`src/include/thse_consts.svh`:
```
// Notes on behaviour
// Four-contact: out high when closed 0, open 1
// Four-contact: all active within 0.5 s
// Pattern 0,1,0,1 is the actuated condition
// Pattern 1,0,1,0 is the released condition
// Two-contact: out high when both inputs 1
// Two-contact: other input follows within 0.5 s
// No interference check, no release time limit
// Two-position selector: 10 gives one, 01 two
// Three-position: output one only for 100
// Three-position: output two only for 010
// Three-position: output three only 001, else none
// After timeout hold 0 until full release
`ifndef THSE_CONSTS_SVH
`define THSE_CONSTS_SVH
// Sync time window in microseconds
`define THSE_WINDOW_US 500000
// Clock rate in MHz
`define THSE_CLK_MHZ 250
// Window length in clock cycles
`define THSE_WINDOW_CYC (`THSE_WINDOW_US * `THSE_CLK_MHZ)
// Reset value of the element outputs
`define THSE_OUT_RST 1'b0
`endif

```
`src/include/thse_pkg.sv`:
```
package thse_pkg;
  // Two-hand timer states, one-hot
  typedef enum logic [3:0] {
    THSE_IDLE = 4'b0001,
    THSE_WAIT = 4'b0010,
    THSE_ON = 4'b0100,
    THSE_FAULT = 4'b1000
  } thse_state_type;
  // Four-contact two-hand inputs
  typedef struct packed {
    logic closed_1;
    logic open_1;
    logic closed_2;
    logic open_2;
  } thse_four_type;
  // Selector outputs
  typedef struct packed {
    logic pos_1;
    logic pos_2;
    logic pos_3;
  } thse_sel_type;
endpackage : thse_pkg

```
`src/rtl/thse_eval.sv`:
```
`timescale 1ns/100ps
`include "thse_consts.svh"
// Two-hand and selector switch evaluation
module thse_eval
  import thse_pkg::*;
#(
  parameter int WINDOW_CYC = `THSE_WINDOW_CYC
) (
  // Clock and reset
  input wire logic clk_sys,
  input wire logic reset,
  // Variant select, static strap
  input wire logic two_hand_two_contact,
  // Four-contact two-hand pins
  input wire thse_four_type four_pins,
  // Two-contact two-hand pins
  input wire logic [1:0] pair_pins,
  // Two-position selector pins
  input wire logic [1:0] sel2_pins,
  // Three-position selector pins
  input wire logic [2:0] sel3_pins,
  // Outputs
  output logic two_hand_out,
  output logic [1:0] selector_two_position,
  output thse_sel_type selector_three_position
);
  // Synchronisers, first stage read only by second
  logic [10:0] sync1_ff, sync2_ff;
  logic [1:0] sel2_ff, nxt_sel2;
  thse_sel_type sel3_ff, nxt_sel3;
  logic var_meta_ff, var_ff; // Variant strap, two stages
  thse_four_type four_s;
  logic [1:0] pair_s, pair_d_ff;
  logic [3:0] four_d_ff;
  logic chg, rel, act, th_out;

  // One-hot position decode
  function automatic logic onehot_at(input logic [2:0] v, input int i);
    onehot_at = (v == (3'h1 << i));
  endfunction : onehot_at

  // Two-stage synchronisers
  always_ff @(posedge clk_sys) begin
    if (reset) begin
      // Four-contact bits rest at the released pattern, so no false change
      sync1_ff <= {4'ha, 7'h0};
      sync2_ff <= {4'ha, 7'h0};
    end else begin
      sync1_ff <= {four_pins, pair_pins, sel2_pins, sel3_pins};
      sync2_ff <= sync1_ff;
    end
  end
  assign four_s = sync2_ff[10:7];
  assign pair_s = sync2_ff[6:5];

  // Pattern decode for the timer element
  always_comb begin
    if (var_ff) begin
      rel = (pair_s == 2'h0);
      act = (pair_s == 2'h3);
      chg = |(pair_s & ~pair_d_ff);
    end else begin
      rel = (four_s == 4'ha);
      act = (four_s == 4'h5);
      // Closed falling or open rising starts window
      chg = |((four_d_ff ^ four_s) & (four_s ^ 4'ha));
    end
  end

  // Selector decode
  always_comb begin
    nxt_sel2 = {sync2_ff[4:3] == 2'h2, sync2_ff[4:3] == 2'h1};
    nxt_sel3.pos_1 = onehot_at(sync2_ff[2:0], 2);
    nxt_sel3.pos_2 = onehot_at(sync2_ff[2:0], 1);
    nxt_sel3.pos_3 = onehot_at(sync2_ff[2:0], 0);
  end

  // Registers; variant caught after reset release
  always_ff @(posedge clk_sys) begin
    if (reset) begin
      sel2_ff <= 2'h0;
      sel3_ff <= '0;
      four_d_ff <= 4'ha;
      pair_d_ff <= 2'h0;
      var_meta_ff <= 1'b0;
      var_ff <= 1'b0;
    end else begin
      sel2_ff <= nxt_sel2;
      sel3_ff <= nxt_sel3;
      four_d_ff <= four_s;
      pair_d_ff <= pair_s;
      var_meta_ff <= two_hand_two_contact;
      var_ff <= var_meta_ff;
    end
  end

  // Timer element, no interference evaluation
  thse_timer_element #(.WINDOW_CYC(WINDOW_CYC)) u_timer (
    .clk_sys(clk_sys),
    .reset(reset),
    .two_hand_change_detect(chg),
    .two_hand_released_pattern(rel),
    .two_hand_actuated_pattern(act),
    .element_output(th_out)
  );
  assign two_hand_out = th_out;
  assign selector_two_position = sel2_ff;
  assign selector_three_position = sel3_ff;

  // Selector outputs never overlap
  property p_sel3_onehot;
    @(posedge clk_sys) disable iff (reset) $onehot0(sel3_ff);
  endproperty
  a_sel3_onehot: assert property (p_sel3_onehot) else $error("selector overlap");
  property p_sel2;
    @(posedge clk_sys) disable iff (reset)
      sel2_ff[1] |-> $past(sync2_ff[4:3]) == 2'h2;
  endproperty
  a_sel2: assert property (p_sel2) else $error("selector one wrong");
  property p_sel3_one;
    @(posedge clk_sys) disable iff (reset) sel3_ff.pos_1 |-> $past(sync2_ff[2:0]) == 3'h4;
  endproperty
  a_sel3_one: assert property (p_sel3_one) else $error("position one wrong");
  property p_sel3_two;
    @(posedge clk_sys) disable iff (reset) sel3_ff.pos_2 |-> $past(sync2_ff[2:0]) == 3'h2;
  endproperty
  a_sel3_two: assert property (p_sel3_two) else $error("position two wrong");
  c_sel: cover property (@(posedge clk_sys) sel3_ff.pos_3);
endmodule : thse_eval

```
`src/rtl/thse_timer_element.sv`:
```
`timescale 1ns/100ps
`include "thse_consts.svh"
// Two-hand timer element: change detect, released and actuated patterns
module thse_timer_element
  import thse_pkg::*;
#(
  parameter int WINDOW_CYC = `THSE_WINDOW_CYC
) (
  // Clock and reset
  input wire logic clk_sys,
  input wire logic reset,
  // Pattern inputs
  input wire logic two_hand_change_detect,
  input wire logic two_hand_released_pattern,
  input wire logic two_hand_actuated_pattern,
  // Result
  output logic element_output
);
  localparam int CW = $clog2(WINDOW_CYC + 1);
  // State and window counter
  thse_state_type state_ff, nxt_state;
  logic [CW-1:0] cnt_ff, nxt_cnt;
  logic out_ff, nxt_out;

  // Next state
  always_comb begin
    nxt_state = state_ff;
    nxt_cnt = cnt_ff;
    case (state_ff)
      THSE_IDLE: begin
        nxt_cnt = '0;
        // First press starts a fresh window
        if (two_hand_actuated_pattern) begin
          nxt_state = THSE_ON;
        end else if (two_hand_change_detect && !two_hand_released_pattern) begin
          nxt_state = THSE_WAIT;
        end
      end
      THSE_WAIT: begin
        nxt_cnt = cnt_ff + 1'b1;
        if (two_hand_actuated_pattern) begin
          nxt_state = THSE_ON;
        end else if (two_hand_released_pattern) begin
          nxt_state = THSE_IDLE;
        end else if (cnt_ff >= CW'(WINDOW_CYC - 1)) begin
          nxt_state = THSE_FAULT;
        end
      end
      THSE_ON: begin
        // Any release drops at once, no time limit
        if (!two_hand_actuated_pattern) begin
          nxt_state = two_hand_released_pattern ? THSE_IDLE : THSE_FAULT;
        end
      end
      THSE_FAULT: begin
        // Held off until full release
        if (two_hand_released_pattern) begin
          nxt_state = THSE_IDLE;
        end
      end
      default: nxt_state = THSE_IDLE;
    endcase
    nxt_out = (nxt_state == THSE_ON);
  end

  // Registers
  always_ff @(posedge clk_sys) begin
    if (reset) begin
      state_ff <= THSE_IDLE;
      cnt_ff <= '0;
      out_ff <= `THSE_OUT_RST;
    end else begin
      state_ff <= nxt_state;
      cnt_ff <= nxt_cnt;
      out_ff <= nxt_out;
    end
  end
  assign element_output = out_ff;

  // Fault blocks output until release
  property p_fault_hold;
    @(posedge clk_sys) disable iff (reset)
      (state_ff == THSE_FAULT && !two_hand_released_pattern) |=> !out_ff;
  endproperty
  a_fault_hold: assert property (p_fault_hold) else $error("output during fault");
  // Output only while actuated pattern held
  property p_out_cause;
    @(posedge clk_sys) disable iff (reset)
      out_ff |-> $past(two_hand_actuated_pattern);
  endproperty
  a_out_cause: assert property (p_out_cause) else $error("output without actuation");
  // Window overrun leads to fault
  property p_timeout;
    @(posedge clk_sys) disable iff (reset)
      (state_ff == THSE_WAIT && cnt_ff == CW'(WINDOW_CYC - 1) && !two_hand_actuated_pattern
       && !two_hand_released_pattern) |=> state_ff == THSE_FAULT;
  endproperty
  a_timeout: assert property (p_timeout) else $error("window not enforced");
  // Release returns to idle with no limit
  property p_release;
    @(posedge clk_sys) disable iff (reset)
      (state_ff != THSE_IDLE && two_hand_released_pattern) |=> state_ff == THSE_IDLE;
  endproperty
  a_release: assert property (p_release) else $error("release not accepted");
  c_on: cover property (@(posedge clk_sys) state_ff == THSE_WAIT ##1 state_ff == THSE_ON);
  c_fault: cover property (@(posedge clk_sys) state_ff == THSE_WAIT ##1 state_ff == THSE_FAULT);
  c_rel: cover property (@(posedge clk_sys) state_ff == THSE_FAULT ##1 state_ff == THSE_IDLE);
endmodule : thse_timer_element

```
`config.mk`:
```
export PLATFORM = sky130hd
export DESIGN_NAME = thse_eval
export DESIGN_NICKNAME = d
export VERILOG_FILES = /design/src/include/thse_pkg.sv /design/src/rtl/thse_eval.sv /design/src/rtl/thse_timer_element.sv
export VERILOG_INCLUDE_DIRS = /design/src /design/src/include
export SDC_FILE = /design/constraint.sdc
export NUM_CORES = 1
export LEC_CHECK = 0
export BUFFER_PORTS_ARGS = -buffer_cell sky130_fd_sc_hd__buf_2
export CORE_AREA = 2 2 128 105
export DETAILED_ROUTE_END_ITERATION = 8
export DIE_AREA = 0 0 130 107
export PLACE_DENSITY_LB_ADDON = 0.25
export SLEW_MARGIN = 10
export SYNTH_ARGS = -nofsm -noshare
export SYNTH_HDL_FRONTEND = slang
export SYNTH_HIERARCHICAL = 1
export SYNTH_SLANG_ARGS = --single-unit
```
`constraint.sdc`:
```
create_clock -name clk_sys -period 2.2 [get_ports clk_sys]
set_clock_uncertainty 0.05 [all_clocks]
set_input_delay 0.11 -clock clk_sys [delete_from_list [all_inputs] [get_ports clk_sys]]
set_output_delay 0.11 -clock clk_sys [all_outputs]
set_load 0.01 [all_outputs]
```
==> flow_metrics.tcl <==
set metrics [dict create \
    run_status "completed" \
    syn_to_final_growth_pct 29.4 \
    die_h_um 107 \
    synthTopCellsByArea "dfxtp_1, nor2b_1, nor2_1" \
    finalMaxSlewViolations 0 \
    p_leak_nw 1.35 \
    multi_input_area_um2 1410 \
    drive_above_1_share 0.176 \
    synth_nets 327 \
    fmax_ghz 0.502 \
    dr.pass1.iters 4 \
    worst_slew_margin_rel 0.592 \
    h-tree-depth 3 \
    grt_max_degree 44 \
    finalSetupViolations 0 \
    rsz0062_at_grt "no" \
    antenna_found_initial 0 \
    drc 0 \
    stdcell_count 533 \
    tightest_slew_ns 0.605 \
    initial_core_util 0.226 \
    critical_path_class "reg -> reg" \
    ios 20 \
    place_ws_ns 0.145 \
    yosysTopAreaCellShare 0.469 \
    post_drt_wl_per_cell_um 12.3 \
    portBuffers 19 \
    final_cell_area_um2 3700 \
    globalplace.congestion 0.756 \
    clk_root_buffer_cell "clkbuf_16" \
    startpoint_type "flop" \
    synth_xor_area_frac 0.00613 \
    whs_ns 0.185 \
    synth_compound_area_frac 0.137 \
    nets 368 \
    vias_per_cell 4.43 \
    worstSkewPairLatency_ns 0.33 \
    synth_cell_types 53 \
    combPwrFrac 0.163 \
    drtIter0Drc 142 \
    ff_latch_area_um2 1340 \
    cts_tree "done" \
    peakVddDrop_uv 306 \
    cts.sinks 67 \
    worstPathArrival_ns 2.20 \
    dp_cells 505 \
    cts_buffers 9 \
    fin_setup_tns_ns 0 \
    ant_nets 0 \
    cts_setup_buffers 0 \
    yosysSeqAreaShare 0.469 \
    via_count 2360 \
    swShare 0.257 \
    power.switching_mw 0.940 \
    synth_fa_ha_area_frac 0.00438 \
    fp.coreArea_um2 12600 \
    synth_top_family_by_area "simple AND/OR/NAND/NOR gates" \
    grt_pass1_vias 2267 \
    fillCellCount 1308 \
    finalPower_mw 3.66 \
    cpPeakStageDelay_ns 0.60 \
    die_x_um 130 \
    async_reset_ff_frac 0 \
    internal_power_mw 2.72 \
    clkPwrFrac 0.479 \
    synthCells 312 \
    path_max_fanout 4 \
    drt_wl_total_um 6580 \
    synth_mux_area_frac 0.0267 \
    maxCapViolations 0 \
    setup_ws_ns 0.209 \
    synthFlopType "dfxtp_1" \
    hpwlAfterDp_um 4400 \
    core.rowCount 37 \
    synth_seq_cells 67 \
    period_share 0.905 \
    critical_path_required_ns 2.41 \
    path_cells "or4b_4 > nor4_4 > and4_1 > mux2_2 > nor2_1" \
    fin_crit_ns 1.99 \
    diodes 0 \
    dpl_cell_area_um2 3200 \
    synth_area_leader_cell "dfxtp_1" \
    synth-simple-area-share 0.314 \
    hp-class "in -> reg" \
    dieArea_um2 13900 \
    clkTransAtPathRegs_ns 0.06 \
    grt_overflow_total 0 \
    syn_avg_cell_area_um2 9.16 \
    slowest_stage "or4b_4" \
    grt_pass1_wl_um 11200 \
    clock_path_buffers 2 \
    yosysWarnings 6 \
    seqPwrFrac 0.358 \
    power.density_nw_per_um2 990 \
    finalHoldViolations 0 \
    endpoint_kind "flop" \
    syn_area_um2 2860 \
    grt.total_usage 0.103 \
    final_core_util 0.293 \
    synth_edf_count 0 \
]
sequential cells by signal, indices dropped and copies added (netlist names):
| name | count |
|---|---|
| selector_three_position | 3 |
| four_d_ff | 4 |
| var_meta_ff | 1 |
| sync1_ff | 11 |
| u_timer/element_output | 1 |
| pair_d_ff | 2 |
| var_ff | 1 |
| u_timer/state_ff | 4 |
| selector_two_position | 2 |
| u_timer/cnt_ff | 27 |
| sync2_ff | 11 |
synthesized netlist by cell type, types with 3 or more instances:
cell	n
and4_1	6
o22ai_1	3
o31ai_1	4
inv_1	11
clkbuf_1	8
nor2_1	29
nor4b_1	6
nand2_1	18
nor4_1	4
o21ai_0	9
or2_2	6
buf_6	3
a21oi_1	17
nor2b_1	19
a31oi_1	4
or3_1	6
o211ai_1	6
nor3_1	6
nand4_1	10
mux2_2	5
and2b_1	5
dfxtp_1	67
and3_1	4
nand3_1	14
buf_2	3
critical path, delay by kind of cell (launching register included):
kind	cells	cell delay (ns)
mux	1	0.33
simple gates	4	1.20
flops	1	0.34
cell usage in the layout, fill, tap and decap left out, types with 5 or more instances in the layout:
master / netlist / final
inv_1: 11 / 11
o21ai_0: 9 / 9
or2_2: 6 / 6
and2b_1: 5 / 5
dfxtp_1: 67 / 67
a21oi_1: 17 / 17
nand3_1: 14 / 14
buf_4: 0 / 12
nor4b_1: 6 / 6
or3_1: 6 / 6
nor2b_1: 19 / 19
nor2_1: 29 / 29
clkbuf_16: 0 / 9
mux2_2: 5 / 5
and4_1: 6 / 6
buf_2: 3 / 19
nor3_1: 6 / 6
dlygate4sd3_1: 0 / 12
nand4_1: 10 / 10
o211ai_1: 6 / 6
nand2_1: 18 / 18
layout make-up:
| cell class | count | area share |
|---|---|---|
| Timing Repair Buffer | 44 | 0.0880 |
| Inverter | 11 | 0.0112 |
| Multi-Input combinational cell | 220 | 0.380 |
| Clock inverter | 6 | 0.0372 |
| Sequential cell | 67 | 0.363 |
| Clock buffer | 10 | 0.0619 |
| Tap cell | 175 | 0.0592 |
per-layer routing:
layer  global-route usage  up-vias  wire length (µm)
met2                0.148       32              2770
met4               0.0553        0               143
li1                     -     1220                 -
met1                0.141     1098              3480
met5                    0        -                 0
met3               0.0259       10               185
cells by family (layout without fill, tap and decap cells):
| family | after synthesis | count (layout) |
|---|---|---|
| and+or+nand+nor | 150 | 150 |
| DFF | 67 | 67 |
| AOI/OAI and AO/OA | 60 | 60 |
| buffers and inverters | 25 | 71 |
| muxes | 7 | 7 |
| xor gates and xnor gates | 2 | 2 |
| adders and majority gates | 1 | 1 |
final timing paths:
path / from / endpoint / slack (ns) / depth (start not counted)
max reg2reg: u_timer/state_ff[2] / u_timer/cnt_ff[24] / 0.21 / 5
min: reset / u_timer/cnt_ff[11] / 0.19 / 2
max: u_timer/state_ff[2] / u_timer/cnt_ff[24] / 0.21 / 5
min reg2reg: sync1_ff[10] / sync2_ff[10] / 0.36 / 1
power groups by stage:
stage	sequential, mW	combinational (mW)	clock, mW
after floorplan	1.33	0.400	0
after global placement	1.33	0.580	0
after detailed placement	1.33	0.575	0
after CTS	1.31	0.599	1.79
after global routing	1.32	0.670	1.85
final	1.31	0.598	1.75
repair_timing:
item                                    4_1_cts  5_1_grt
endpoints found under the setup margin        0        1
endpoints found under the hold margin        12        0
hold buffers                                 12        0
gates resized for setup                       0        1
No activity file was read; power rests on OpenSTA's default activity.
